===== config.mk =====
export PLATFORM = sky130hd
export DESIGN_NAME = wma_top
export DESIGN_NICKNAME = d
export VERILOG_FILES = /design/src/hw/wma_pkg.sv /design/src/hw/wma_top.sv
export SDC_FILE = /design/constraint.sdc
export NUM_CORES = 2
export LEC_CHECK = 0
export BUFFER_PORTS_ARGS = -buffer_cell sky130_fd_sc_hd__clkbuf_2
export CORE_UTILIZATION = 55
export DETAILED_ROUTE_END_ITERATION = 8
export GPL_ROUTABILITY_DRIVEN = 0
export MAX_ROUTING_LAYER = met4
export PLACE_DENSITY = 0.74
export SLEW_MARGIN = 20
export SYNTH_ARGS = -nofsm -noshare
export SYNTH_HDL_FRONTEND = slang
export SYNTH_SLANG_ARGS = --single-unit

===== constraint.sdc =====
create_clock -name clk_sys -period 39.7 [get_ports clk_sys]
set_input_delay 0 -clock clk_sys [delete_from_list [all_inputs] [get_ports clk_sys]]
set_output_delay 0 -clock clk_sys [all_outputs]
set_load 0.05 [all_outputs]

===== src/hw/wma_pkg.sv =====
// Package: constants, register map and carrier types of the slot allocator
package wma_pkg;
    // Register byte offsets
    localparam logic [7:0] REG_CTRL     = 8'h00;
    localparam logic [7:0] REG_RES      = 8'h04;
    localparam logic [7:0] REG_SLOT     = 8'h08;
    localparam logic [7:0] REG_ACQ      = 8'h0C;
    localparam logic [7:0] REG_STATUS   = 8'h10;
    localparam logic [7:0] REG_STACK0   = 8'h20;
    localparam logic [7:0] REG_ZREF0    = 8'h40;
    localparam logic [7:0] REG_VSCALE0  = 8'h60;
    localparam logic [7:0] REG_HSCALE0  = 8'h80;
    localparam logic [7:0] REG_PADDR    = 8'hA0;
    localparam logic [7:0] REG_PDATA    = 8'hA4;
    // Geometry: fixed store, 2048 points base, 5120 extended
    localparam int STACK_DEPTH  = 5;
    localparam int MAX_SLOTS    = 40;
    localparam int STORE_BASE   = 2048;
    localparam int STORE_EXT    = 5120;
    localparam int STORE_WORDS  = 64;
    // Resolution codes and values
    localparam logic [1:0] RES_128  = 2'h0;
    localparam logic [1:0] RES_256  = 2'h1;
    localparam logic [1:0] RES_512  = 2'h2;
    localparam logic [1:0] RES_1024 = 2'h3;
    localparam logic [10:0] PTS_128  = 11'h080;
    localparam logic [10:0] PTS_256  = 11'h100;
    localparam logic [10:0] PTS_512  = 11'h200;
    localparam logic [10:0] PTS_1024 = 11'h400;
    localparam logic [1:0] RES_RESET = RES_512;
    // Build variants
    localparam logic [1:0] BUILD_BASE    = 2'h0;
    localparam logic [1:0] BUILD_EXT     = 2'h1;
    localparam logic [1:0] BUILD_REDUCED = 2'h2;
    // Point quantisation: 1024 levels over 10 divisions, 102.4 per div
    localparam int LEVEL_BITS = 10;
    // Header defaults: one volt, one second, zero reference zero
    localparam logic [15:0] SCALE_ONE  = 16'h0001;
    localparam logic [15:0] ZREF_RESET = 16'h0000;
    // Control bits
    localparam int CTRL_SET_RES  = 0;
    localparam int CTRL_RECALL   = 1;
    localparam int CTRL_ACQUIRE  = 2;
    localparam int CTRL_AVERAGE  = 3;
    localparam int CTRL_CLR_ERR  = 4;
    // Status bits
    localparam int ST_SLOT_ERR   = 0;
    localparam int ST_ACQ_ERR    = 1;
    localparam int ST_RES_ERR    = 2;
    localparam int ST_TIME_DISP  = 3;
    localparam int ST_CLR_DISP   = 4;
    // Display modes
    typedef enum logic [2:0] {
        WMA_MODE_SINGLE  = 3'h0,
        WMA_MODE_VALT    = 3'h1,
        WMA_MODE_UNITALT = 3'h2,
        WMA_MODE_SUMALT  = 3'h3,
        WMA_MODE_HALT    = 3'h4
    } wma_mode_t;
    // Acquisition setup as software writes it
    typedef struct packed {
        logic [2:0] waveCount;
        logic       chopPlugin;
        wma_mode_t  mode;
    } wma_acq_t;
    // Acquisition sample from the front end
    typedef struct packed {
        logic                  valid;
        logic                  second;
        logic [LEVEL_BITS-1:0] level;
        logic [15:0]           vScale;
        logic [15:0]           hScale;
        logic                  scaleValid;
    } wma_sample_t;
    // Allocator states, one-hot
    typedef enum logic [3:0] {
        WMA_IDLE  = 4'b0001,
        WMA_ACQ   = 4'b0010,
        WMA_AVG   = 4'b0100,
        WMA_DONE  = 4'b1000
    } wma_state_t;
endpackage


===== src/hw/wma_top.sv =====
// Waveform slot allocator: resolution, slots, routing and power-up contents
//
// The register addresses and the APB interface to the registers are this design's own decisions.
`timescale 1ns/1ps
module wma_top
    import wma_pkg::*;
#(
    parameter logic [1:0] BUILD = BUILD_BASE
) (
    input  wire logic        clk_sys,
    input  wire logic        rst,
    input  wire logic        psel,
    input  wire logic        penable,
    input  wire logic        pwrite,
    input  wire logic [7:0]  paddr,
    input  wire logic [31:0] pwdata,
    output logic [31:0]      prdata,
    output logic             pready,
    output logic             pslverr,
    input  wire wma_sample_t sampleIn,
    output logic             acqBusy,
    output logic             timeDisplayCmd,
    output logic             clearDisplayCmd
);
    logic [1:0]             resFf;
    logic [1:0]             nxtRes;
    logic [5:0]             slotIndexFf;
    logic [31:0]            stackFf [STACK_DEPTH];
    logic [15:0]            zrefFf [MAX_SLOTS];
    logic [15:0]            vScaleFf [MAX_SLOTS];
    logic [15:0]            hScaleFf [MAX_SLOTS];
    logic [LEVEL_BITS-1:0]  pointFf [STORE_WORDS];
    logic [12:0]            pAddrFf;
    wma_acq_t               acqFf;
    logic [4:0]             statusFf;
    wma_state_t             stateFf;
    logic [10:0]            ptrFf;
    logic [5:0]             slotCount;
    logic [10:0]            pointsPer;
    logic                   apbAcc;
    logic                   wrCtrl;
    logic                   setResReq;
    logic                   resOk;
    logic                   resChange;
    logic                   recallReq;
    logic                   recallBad;
    logic                   acqReq;
    logic                   avgReq;
    logic                   acqBad;
    logic [5:0]             tgtSlot;
    logic [5:0]             hdrSlot;
    logic [12:0]            wrAddr;
    logic                   smpWr;

    // Slot count and points from resolution and build
    // A new resolution regroups the same fixed store;
    // no stored point is moved or cleared by it
    always_comb begin
        case (resFf)
            RES_128:  pointsPer = PTS_128;
            RES_256:  pointsPer = PTS_256;
            RES_512:  pointsPer = PTS_512;
            default:  pointsPer = PTS_1024;
        endcase
        if (BUILD == BUILD_REDUCED) begin
            slotCount = 6'd2;
        end else if (BUILD == BUILD_EXT) begin
            slotCount = 6'(STORE_EXT / int'(pointsPer));
        end else begin
            slotCount = 6'(STORE_BASE / int'(pointsPer));
        end
    end

    // APB decode of one-cycle accesses
    // Strobes count only in the access phase, so a
    // long setup cycle cannot repeat a command
    assign apbAcc    = psel & penable;
    assign wrCtrl    = apbAcc & pwrite & (paddr == REG_CTRL);
    assign setResReq = wrCtrl & pwdata[CTRL_SET_RES];
    assign recallReq = wrCtrl & pwdata[CTRL_RECALL];
    assign acqReq    = wrCtrl & pwdata[CTRL_ACQUIRE] & (stateFf == WMA_IDLE);
    assign avgReq    = wrCtrl & pwdata[CTRL_AVERAGE] & (stateFf == WMA_IDLE);
    // Requested resolution held in bits 9:8 of CTRL register write data
    assign nxtRes    = pwdata[9:8];
    assign resOk     = (BUILD != BUILD_REDUCED) & (pwdata[15:10] == 6'h00);
    assign resChange = setResReq & resOk & (nxtRes != resFf);
    assign recallBad = recallReq & (pwdata[21:16] >= slotCount);
    // Averaging needs exactly one waveform; acquiring at most two, no chop
    assign acqBad    = (acqReq & ((acqFf.waveCount > 3'd2)
                        | acqFf.chopPlugin))
                     | (avgReq & (acqFf.waveCount != 3'd1));

    // Resolution register
    // Rewriting the current code is no change, so the
    // display and the stack are left alone then
    always_ff @(posedge clk_sys or posedge rst) begin
        if (rst) begin
            resFf <= RES_RESET;
        end else if (resChange) begin
            resFf <= nxtRes;
        end
    end

    // Displayed slot index
    // A recall beyond the slot range is refused and
    // the index keeps its old value
    always_ff @(posedge clk_sys or posedge rst) begin
        if (rst) begin
            slotIndexFf <= 6'h00;
        end else if (resChange) begin
            slotIndexFf <= 6'h00;
        end else if (recallReq & ~recallBad) begin
            slotIndexFf <= pwdata[21:16];
        end
    end

    // Operand stack
    // Wiped on each resolution change and not brought
    // back when the old resolution returns
    always_ff @(posedge clk_sys or posedge rst) begin
        if (rst) begin
            for (int i = 0; i < STACK_DEPTH; i++) begin
                stackFf[i] <= 32'h00000000;
            end
        end else if (resChange) begin
            for (int i = 0; i < STACK_DEPTH; i++) begin
                stackFf[i] <= 32'h00000000;
            end
        end else if (apbAcc & pwrite & (paddr >= REG_STACK0)
                     & (paddr < REG_STACK0 + 8'h14)) begin
            stackFf[3'(paddr[4:2])] <= pwdata;
        end
    end

    // Implicit display commands, one-cycle pulses
    // Both fire in the same cycle so the display side
    // always sees them as one pair
    always_ff @(posedge clk_sys or posedge rst) begin
        if (rst) begin
            timeDisplayCmd  <= 1'b0;
            clearDisplayCmd <= 1'b0;
        end else begin
            timeDisplayCmd  <= resChange;
            clearDisplayCmd <= resChange;
        end
    end

    // Acquisition setup register
    always_ff @(posedge clk_sys or posedge rst) begin
        if (rst) begin
            acqFf <= '0;
        end else if (apbAcc & pwrite & (paddr == REG_ACQ)) begin
            acqFf <= wma_acq_t'(pwdata[6:0]);
        end
    end

    // Sequencer for acquisition and averaging
    // There is no abort: a run waits for the last
    // sample of its last component
    always_ff @(posedge clk_sys or posedge rst) begin
        if (rst) begin
            stateFf <= WMA_IDLE;
        end else begin
            case (stateFf)
                WMA_IDLE: begin
                    if (acqReq & ~acqBad) begin
                        stateFf <= WMA_ACQ;
                    end else if (avgReq & ~acqBad) begin
                        stateFf <= WMA_AVG;
                    end
                end
                WMA_ACQ, WMA_AVG: begin
                    if (smpWr & (ptrFf == pointsPer - 11'd1)
                        & (sampleIn.second | (acqFf.waveCount < 3'd2)
                           | (stateFf == WMA_AVG))) begin
                        stateFf <= WMA_DONE;
                    end
                end
                WMA_DONE: stateFf <= WMA_IDLE;
                default:  stateFf <= WMA_IDLE;
            endcase
        end
    end

    // Target slot for each incoming component
    // Averaging writes slot one only, wiping whatever
    // the operator had kept there
    always_comb begin
        tgtSlot = 6'h00;
        if (stateFf == WMA_AVG) begin
            tgtSlot = 6'h01;
        end else if (acqFf.waveCount == 3'd2) begin
            // Second component of every dual mode lands in slot one
            case (acqFf.mode)
                WMA_MODE_VALT:    tgtSlot = {5'h00, sampleIn.second};
                WMA_MODE_UNITALT: tgtSlot = {5'h00, sampleIn.second};
                WMA_MODE_SUMALT:  tgtSlot = {5'h00, sampleIn.second};
                WMA_MODE_HALT:    tgtSlot = {5'h00, sampleIn.second};
                default:          tgtSlot = 6'h00;
            endcase
        end
    end

    assign smpWr  = sampleIn.valid
                  & ((stateFf == WMA_ACQ) | (stateFf == WMA_AVG));
    assign wrAddr = 13'(int'(tgtSlot) * int'(pointsPer) + int'(ptrFf));
    assign hdrSlot = tgtSlot;

    // Point pointer, advances after the last component of each point
    always_ff @(posedge clk_sys or posedge rst) begin
        if (rst) begin
            ptrFf <= 11'h000;
        end else if (stateFf == WMA_IDLE) begin
            ptrFf <= 11'h000;
        end else if (smpWr & (sampleIn.second
                     | (acqFf.waveCount < 3'd2) | (stateFf == WMA_AVG))) begin
            ptrFf <= ptrFf + 11'd1;
        end
    end

    // Point store window; raw points survive a resolution change
    // Only a window is modelled; writes that fall
    // beyond it are dropped without an error
    generate
        for (genvar g = 0; g < STORE_WORDS; g++) begin : gPoint
            always_ff @(posedge clk_sys or posedge rst) begin
                if (rst) begin
                    pointFf[g] <= '0;
                end else if (smpWr & (wrAddr == 13'(g))) begin
                    pointFf[g] <= sampleIn.level;
                end else if (apbAcc & pwrite & (paddr == REG_PDATA)
                             & (pAddrFf == 13'(g))) begin
                    pointFf[g] <= pwdata[LEVEL_BITS-1:0];
                end
            end
        end
    endgenerate

    // Slot headers: zero reference and scale factors
    // Scales follow every sample that carries them;
    // software sets the zero reference of slots 0-7
    generate
        for (genvar s = 0; s < MAX_SLOTS; s++) begin : gHdr
            always_ff @(posedge clk_sys or posedge rst) begin
                if (rst) begin
                    zrefFf[s]   <= ZREF_RESET;
                    vScaleFf[s] <= SCALE_ONE;
                    hScaleFf[s] <= SCALE_ONE;
                end else if (smpWr & sampleIn.scaleValid
                             & (hdrSlot == 6'(s))) begin
                    vScaleFf[s] <= sampleIn.vScale;
                    hScaleFf[s] <= sampleIn.hScale;
                end else if (apbAcc & pwrite
                             & (paddr == REG_ZREF0 + 8'(s % 8) * 8'h04)
                             & (s < 8)) begin
                    zrefFf[s] <= pwdata[15:0];
                end
            end
        end
    endgenerate

    // Point address for software window access
    always_ff @(posedge clk_sys or posedge rst) begin
        if (rst) begin
            pAddrFf <= 13'h0000;
        end else if (apbAcc & pwrite & (paddr == REG_PADDR)) begin
            pAddrFf <= pwdata[12:0];
        end
    end

    // Sticky status; a new error wins over a clear
    // Display-done bits stay set until cleared, so a
    // change is seen after its pulses have passed
    always_ff @(posedge clk_sys or posedge rst) begin
        if (rst) begin
            statusFf <= 5'h00;
        end else begin
            if (wrCtrl & pwdata[CTRL_CLR_ERR]) begin
                statusFf <= 5'h00;
            end
            if (recallBad) begin
                statusFf[ST_SLOT_ERR] <= 1'b1;
            end
            if (acqBad) begin
                statusFf[ST_ACQ_ERR] <= 1'b1;
            end
            if (setResReq & ~resOk) begin
                statusFf[ST_RES_ERR] <= 1'b1;
            end
            if (resChange) begin
                statusFf[ST_TIME_DISP] <= 1'b1;
                statusFf[ST_CLR_DISP]  <= 1'b1;
            end
        end
    end

    // Busy flag
    // Rises the cycle after a legal run request so the
    // front end starts feeding samples at once
    always_ff @(posedge clk_sys or posedge rst) begin
        if (rst) begin
            acqBusy <= 1'b0;
        end else begin
            acqBusy <= (stateFf == WMA_ACQ) | (stateFf == WMA_AVG)
                     | ((acqReq | avgReq) & ~acqBad);
        end
    end

    // APB read data and answer, zero wait state
    // Data is taken in the setup cycle and stands in
    // the single access cycle that carries the answer
    always_ff @(posedge clk_sys or posedge rst) begin
        if (rst) begin
            prdata  <= 32'h00000000;
            pready  <= 1'b0;
            pslverr <= 1'b0;
        end else begin
            pready  <= psel & ~penable;
            pslverr <= 1'b0;
            prdata  <= 32'h00000000;
            if (psel & ~penable & ~pwrite) begin
                case (paddr)
                    REG_RES:    prdata <= {16'h0000, 5'h00, pointsPer};
                    REG_SLOT:   prdata <= {10'h000, slotCount, 10'h000,
                                           slotIndexFf};
                    REG_ACQ:    prdata <= {25'h0000000, acqFf};
                    REG_STATUS: prdata <= {26'h0000000, acqBusy, statusFf};
                    REG_PADDR:  prdata <= {19'h00000, pAddrFf};
                    REG_PDATA:  prdata <= {22'h000000,
                                           pointFf[6'(pAddrFf[5:0])]};
                    default: begin
                        if (paddr >= REG_STACK0 && paddr < REG_STACK0 + 8'h14) begin
                            prdata <= stackFf[3'(paddr[4:2])];
                        end else if (paddr >= REG_ZREF0
                                     && paddr < REG_ZREF0 + 8'h20) begin
                            prdata <= {16'h0000, zrefFf[3'(paddr[4:2])]};
                        end else if (paddr >= REG_VSCALE0
                                     && paddr < REG_VSCALE0 + 8'h20) begin
                            prdata <= {16'h0000, vScaleFf[3'(paddr[4:2])]};
                        end else if (paddr >= REG_HSCALE0
                                     && paddr < REG_HSCALE0 + 8'h20) begin
                            prdata <= {16'h0000, hScaleFf[3'(paddr[4:2])]};
                        end else if (paddr != REG_CTRL) begin
                            pslverr <= 1'b1;
                        end
                    end
                endcase
            end
        end
    end
endmodule


* After elaboration in Yosys (flattened, before gate mapping)
Index checks and enable logic that the tools add are counted.
** Operators by class
- $mul :: 1
- Eq/ne operators :: 162
- Add/sub/neg operators :: 3
- Muxes and demuxes :: 178
- Div/mod/pow operators :: 1
- $lt $le $gt $ge :: 15
- Bitwise operators :: 198
- Reduce and logical (&&, ||, !) cells :: 95
** Operator list (count)
- $mux W10 :: 130
- $eq A13 B6 Y1 const B :: 64
- $eq A13 B5 Y1 const B :: 32
- $mux W160 :: 2
- $eq A13 B4 Y1 const B :: 16
- $bmux W16 S4 :: 3
- $mux W32 :: 6
- $pmux W32 S6 :: 1
- $and A1 B1 Y1 :: 176
- $bwmux W160 :: 1
- $reduce_bool A2 Y1 :: 71
- $mux W16 :: 8
- $eq A13 B3 Y1 const B :: 8
- $bmux W32 S3 :: 1
- $demux W32 S3 :: 1
- $eq A8 B7 Y1 const B :: 8
- $bmux W10 S6 :: 1
- $eq A13 B2 Y1 const B :: 4
- $pmux W11 S3 :: 1
- $div A13 B12 Y32 const A :: 1
- $eq A13 B1 Y1 const B :: 2
- $logic_not A13 Y1 :: 2
- $eq A6 B3 Y1 const B :: 4
- $mux W11 :: 2
- 54 further kinds :: 108
** Word-level totals
- Output and inout bits :: 37
- Bits in registers :: 1268
- Logic and storage cells :: 763

* Longest topological paths before layout
- Depth after elaboration :: 12
- Gate-level depth with buffers :: 15
- Depth with buffers taken out :: 15

* Least setup slack after synthesis
No wires, ideal clock.
- Path type :: flip-flop to flip-flop
- From :: register stateFf[1]
- To :: register pointFf[320] in the netlist's numbering
- Clock period less this slack :: 4.021 ns
- Data required time :: 39.563 ns
- Setup time :: 0.137 ns
- Arrival :: 3.884 ns
- Path slack :: 35.679 ns
- Stages on the path, launching flop included :: 16
- Path through :: dfrtp_1 clkbuf_1 nor4b_1 a21o_1 and2_1 ha_1 ha_1 fa_1 or4_1 nor3_2 nand4b_1 clkbuf_1 or2_2 clkbuf_1 nor2_1 a21oi_1
** Between the ends
- Word-level cells in the longest chain between the ends :: 7
** Ends and longest elaborated chain
- start: declaration :: RTL line wma_top.sv:36 : wma_state_t stateFf;
- start signal: assignment :: RTL line wma_top.sv:162 : stateFf <= WMA_IDLE;
- start signal: assignment :: RTL line wma_top.sv:167 : stateFf <= WMA_ACQ;
- start signal: assignment :: RTL line wma_top.sv:169 : stateFf <= WMA_AVG;
- $eq A4 B3 Y1 :: RTL line wma_top.sv:190, wma_top.sv:205
- $mux W1 :: RTL line wma_top.sv:190 : if (stateFf == WMA_AVG) begin
- $mul A1 B11 Y12 :: RTL line wma_top.sv:206 : assign wrAddr = 13'(int'(tgtSlot) * int'(pointsPer) + int'(ptrFf));
- $add A13 B11 Y13 :: RTL line wma_top.sv:206
- $eq A13 B5 Y1 :: RTL line wma_top.sv:229 : end else if (smpWr & (wrAddr == 13'(g))) begin
- $and A1 B1 Y1 (*) :: RTL line wma_top.sv:229
- $mux W10 / $reduce_bool A2 Y1 (equally long branches)
- end signal: indexed assignment :: RTL line wma_top.sv:230 : pointFf[g] <= sampleIn.level;
- end signal: indexed assignment :: RTL line wma_top.sv:233 : pointFf[g] <= pwdata[LEVEL_BITS-1:0];
- end: declaration :: RTL line wma_top.sv:32 : logic [LEVEL_BITS-1:0] pointFf [STORE_WORDS];
Every way passes the cells marked *; elsewhere a longest branch is shown, timed or not.
A chain may end at the register's enable or synchronous reset.

* Worst setup path in the final report
- From :: register stateFf[1]
- To :: register pointFf[41] in the netlist's numbering
** Between the ends
- Word-level cells in the longest chain between the ends :: 7
** Ends and longest elaborated chain (RTL line)
- $eq A4 B3 Y1 :: wma_top.sv:190, wma_top.sv:205
- $mux W1 :: wma_top.sv:190
- $mul A1 B11 Y12 :: wma_top.sv:206
- $add A13 B11 Y13 :: wma_top.sv:206
- $eq A13 B6 Y1 :: wma_top.sv:229
- $and A1 B1 Y1 (*) :: wma_top.sv:229
- $mux W10 / $reduce_bool A2 Y1 (equally long branches)
Marked as above.

==> metrics.yaml <==
synth_async_sr_flop_share: 1.00
port_buffers: 126
synth_area_sq_um: 56000
setup_viol: 0
crit_type: "flop to flop"
netlist-cell-type-count: 79
grt_overflow: 0
hold_start: "sampleIn[38]"
cp.buffers_inverters: 0
slew-limit-headroom: 0.160
cts.path.max_buffers: 3
r2r_cells: 11
synthTopCellsByCount: "1069 x dfrtp_1, 931 x nand2_1, 707 x mux2i_1"
worstReg2RegEnd: "pointFf[41]$_DFFE_PP0P_"
worst_hold_slack_ns: -0.0595
area_growth_pct: 10.9
core_area_sq_um: 101000
nets: 5237
timing.final.crit_share: 0.150
multi_input_area_sq_um: 27300
seq_area_sq_um: 26900
cts_root_buf: "clkbuf_16"
ys_ff_latch: 1075
gr-usage-met1: 0.440
cp_slowest_stage_delay_ns: 1.22
startpoint: "stateFf[1]$_DFFE_PP0P_"
synth_edf_count: 0
initial_utilization: 0.557
hold_end: "pointFf[375]$_DFFE_PP0P_"
drive_gt1_frac: 0.188
end_kind: "flop"
wl_um: 169000
violations: "hold timing"
drtPass1Iterations: 6
drt_first_iter_violations: 5450
dr_total_vias: 42600
remaining_drc_errors: 0
wl_per_cell_um: 25.7
ctsHoldBuffers: 81
syn-num-nets: 5328
rows: 116
slew_violations: 0
cts_max_level: 3
synth_area_per_cell_sq_um: 10.8
dieArea_sq_um: 103000
synth_area_leaders: "dfrtp_1 48%, mux2i_1 13%, mux4_2 8.3%, nand2_1 6.2%, o21ai_0 4.9%"
status: "finished, violations left"
power_mw: 2.33
cp_cell_sequence: "nor4b_1 -> a21o_1 -> and2_1 -> ha_1 -> ha_1 -> fa_1 -> or4_1 -> nor3_2 -> nand4_1 -> nor2_1 -> o21ai_0"
skew_ns: 0.0499
cts_sinks: 1075
rr_startpoint: "stateFf[1]$_DFFE_PP0P_"
fillers: 7787
fp.dieH_um: 321
ys_seq_area_frac: 0.480
post_cts_resized: 0
synth.most_common_cell: "dfrtp_1"
finalInstanceArea_sq_um: 62200
grt_max_degree: 185
antenna_found_initial: 6
layout_min_cycle_time_ns: 5.97
crit_fanout: 20
worstPathArrival_ns: 6.50
grt.met3_usage: 0.0741
ys_dominant_reg_cell: "dfrtp_1"
crit_slowest_cell: "nor2_1"
die_w_um: 321
drv_cap: 0
clock_latency_ns: 0.73
dpl-instance-area_sq_um: 57400
use_met2: 0.495
ir_drop_mv: 0.0374
cp_top_family: "simple AND/OR/NAND/NOR gates"
min_path_type: "input pin to flop"
cts_tree: "built"
busiest_layer: "met2"
grt_pass1_vias: 42100
tightest_slew_ns: 1.25
grt_usage: 0.338
cts_buffers: 110
path_clk_slew_ns: 0.06
ant_nets: 0
fin_tns_setup_ns: 0
synth_top_area_cell: "dfrtp_1"
synth.top_cell.area_share: 0.477
startpoint_type: "flop"
dpl.hpwl_um: 103000
r2r_setup_slack_ns: 33.73
clock.fmax_mhz: 168
synthCells: 5208
ios: 127
crit_required_ns: 40.23
hold-path-cell-count: 4
finalHoldViolCount: 11
avgViaCountPerCell: 6.48
p_leak_nw: 27.1
rsz0062_at_grt: "false"
power_density_nw_per_um2: 37.6
grt_first_pass_wirelength_um: 259000
post-cts-setup-buffer-count: 0
yosysWarnings: 0
worst_path_most_repeated_cell: "ha_1"
cell families (layout without fill, tap and decap cells):
family                   after synthesis  count (layout)  synth area share
adder cells (fa/ha/maj)               30              30           0.00683
AND/OR/NAND/NOR                     1397            1397             0.113
multiplexers                        1133            1133             0.253
XOR/XNOR                              18              18           0.00281
other                                  0               7                 0
flip-flops                          1075            1075             0.480
buffers and inverters                535             536            0.0386
AO/OA/AOI/OAI                       1020            1020             0.105
placed cells by master, fill, tap and decap left out, types with 12 or more instances in the layout:
| cell type | n |
|---|---|
| o21ai_0 | 547 |
| a211oi_1 | 12 |
| nor2_2 | 37 |
| nor4_1 | 13 |
| nand3_1 | 123 |
| clkbuf_2 | 112 |
| nor3_1 | 24 |
| mux2i_1 | 707 |
| clkbuf_1 | 26 |
| buf_4 | 107 |
| o22ai_1 | 14 |
| clkbuf_16 | 113 |
| mux4_2 | 206 |
| ha_1 | 29 |
| a32o_1 | 55 |
| nor2_4 | 33 |
| clkinv_2 | 23 |
| inv_1 | 21 |
| a21oi_1 | 100 |
| o21ai_1 | 129 |
| mux2_2 | 220 |
| nor4_2 | 24 |
| dfrtp_1 | 1065 |
| clkbuf_8 | 25 |
| dlygate4sd3_1 | 81 |
| a22oi_1 | 80 |
| nand2_1 | 930 |
| nor2_1 | 88 |
registers in the layout (all words and copies together) (netlist names):
| signal | flops |
|---|---|
| hScaleFf | 32 |
| pAddrFf | 13 |
| vScaleFf | 32 |
| pslverr | 1 |
| stateFf | 4 |
| acqBusy | 1 |
| zrefFf | 128 |
| clearDisplayCmd | 1 |
| acqFf | 7 |
| resFf | 2 |
| prdata | 32 |
| stackFf | 160 |
| pointFf | 640 |
| slotIndexFf | 6 |
| ptrFf | 11 |
| pready | 1 |
| statusFf | 4 |
layout make-up:
cell class | instances | share of cell area
inverters | 22 | 0.00145
well taps | 1357 | 0.0273
repair buffers | 310 | 0.0374
clock inverters | 40 | 0.00876
clock buffers | 164 | 0.0526
multi-input cells | 3598 | 0.439
flip-flops and latches | 1075 | 0.433
diodes | 7 | 0.000282
layer usage:
metal | up-vias | routed length, um
met3 | 472 | 17500
met5 | - | 0
li1 | 18400 | -
met1 | 21300 | 66300
met2 | 2409 | 76000
met4 | 0 | 9360
worst reg2reg max path, stage by stage (launching register included):
cell and delay, ns:
dfrtp_1 0.46, nor4b_1 0.57, a21o_1 0.26, and2_1 0.17
ha_1 0.23, ha_1 0.23, fa_1 0.43, or4_1 0.55
nor3_2 0.38, nand4_1 1.01, nor2_1 1.22, o21ai_0 0.28
stage by stage:
stage / setup WS [ns] / instances / hold WS [ns] / util
final: 33.73 / 6573 / -0.0595 / 0.618
after global routing: 33.53 / 6571 / 0.00240 / 0.618
after CTS: 33.98 / 6563 / 0.000924 / 0.616
after detailed placement: 33.95 / 6278 / 0.212 / 0.570
after global placement: 34.29 / 6278 / 0.209 / 0.570
after floorplan: 9.45 / 5208 / 0.0845 / -
power by group:
part | switching, mW | internal [mW] | total, mW
Combinational | 0.0954 | 0.0333 | 0.129
Clock | 0.454 | 0.641 | 1.10
Sequential | 0.00631 | 1.10 | 1.11
Total | 0.556 | 1.78 | 2.33
how the worst max path moves through the flow:
stage,to,slack (ns),depth (start not counted)
after floorplan,acqBusy$_DFF_PP0_,9.45,1
after global placement,pointFf[419]$_DFFE_PP0P_,34.29,11
after detailed placement,pointFf[210]$_DFFE_PP0P_,33.95,11
after CTS,pointFf[210]$_DFFE_PP0P_,33.98,11
after global routing,pointFf[81]$_DFFE_PP0P_,33.53,11
final,pointFf[41]$_DFFE_PP0P_,33.73,11
Power figures use the tool's default switching activity.
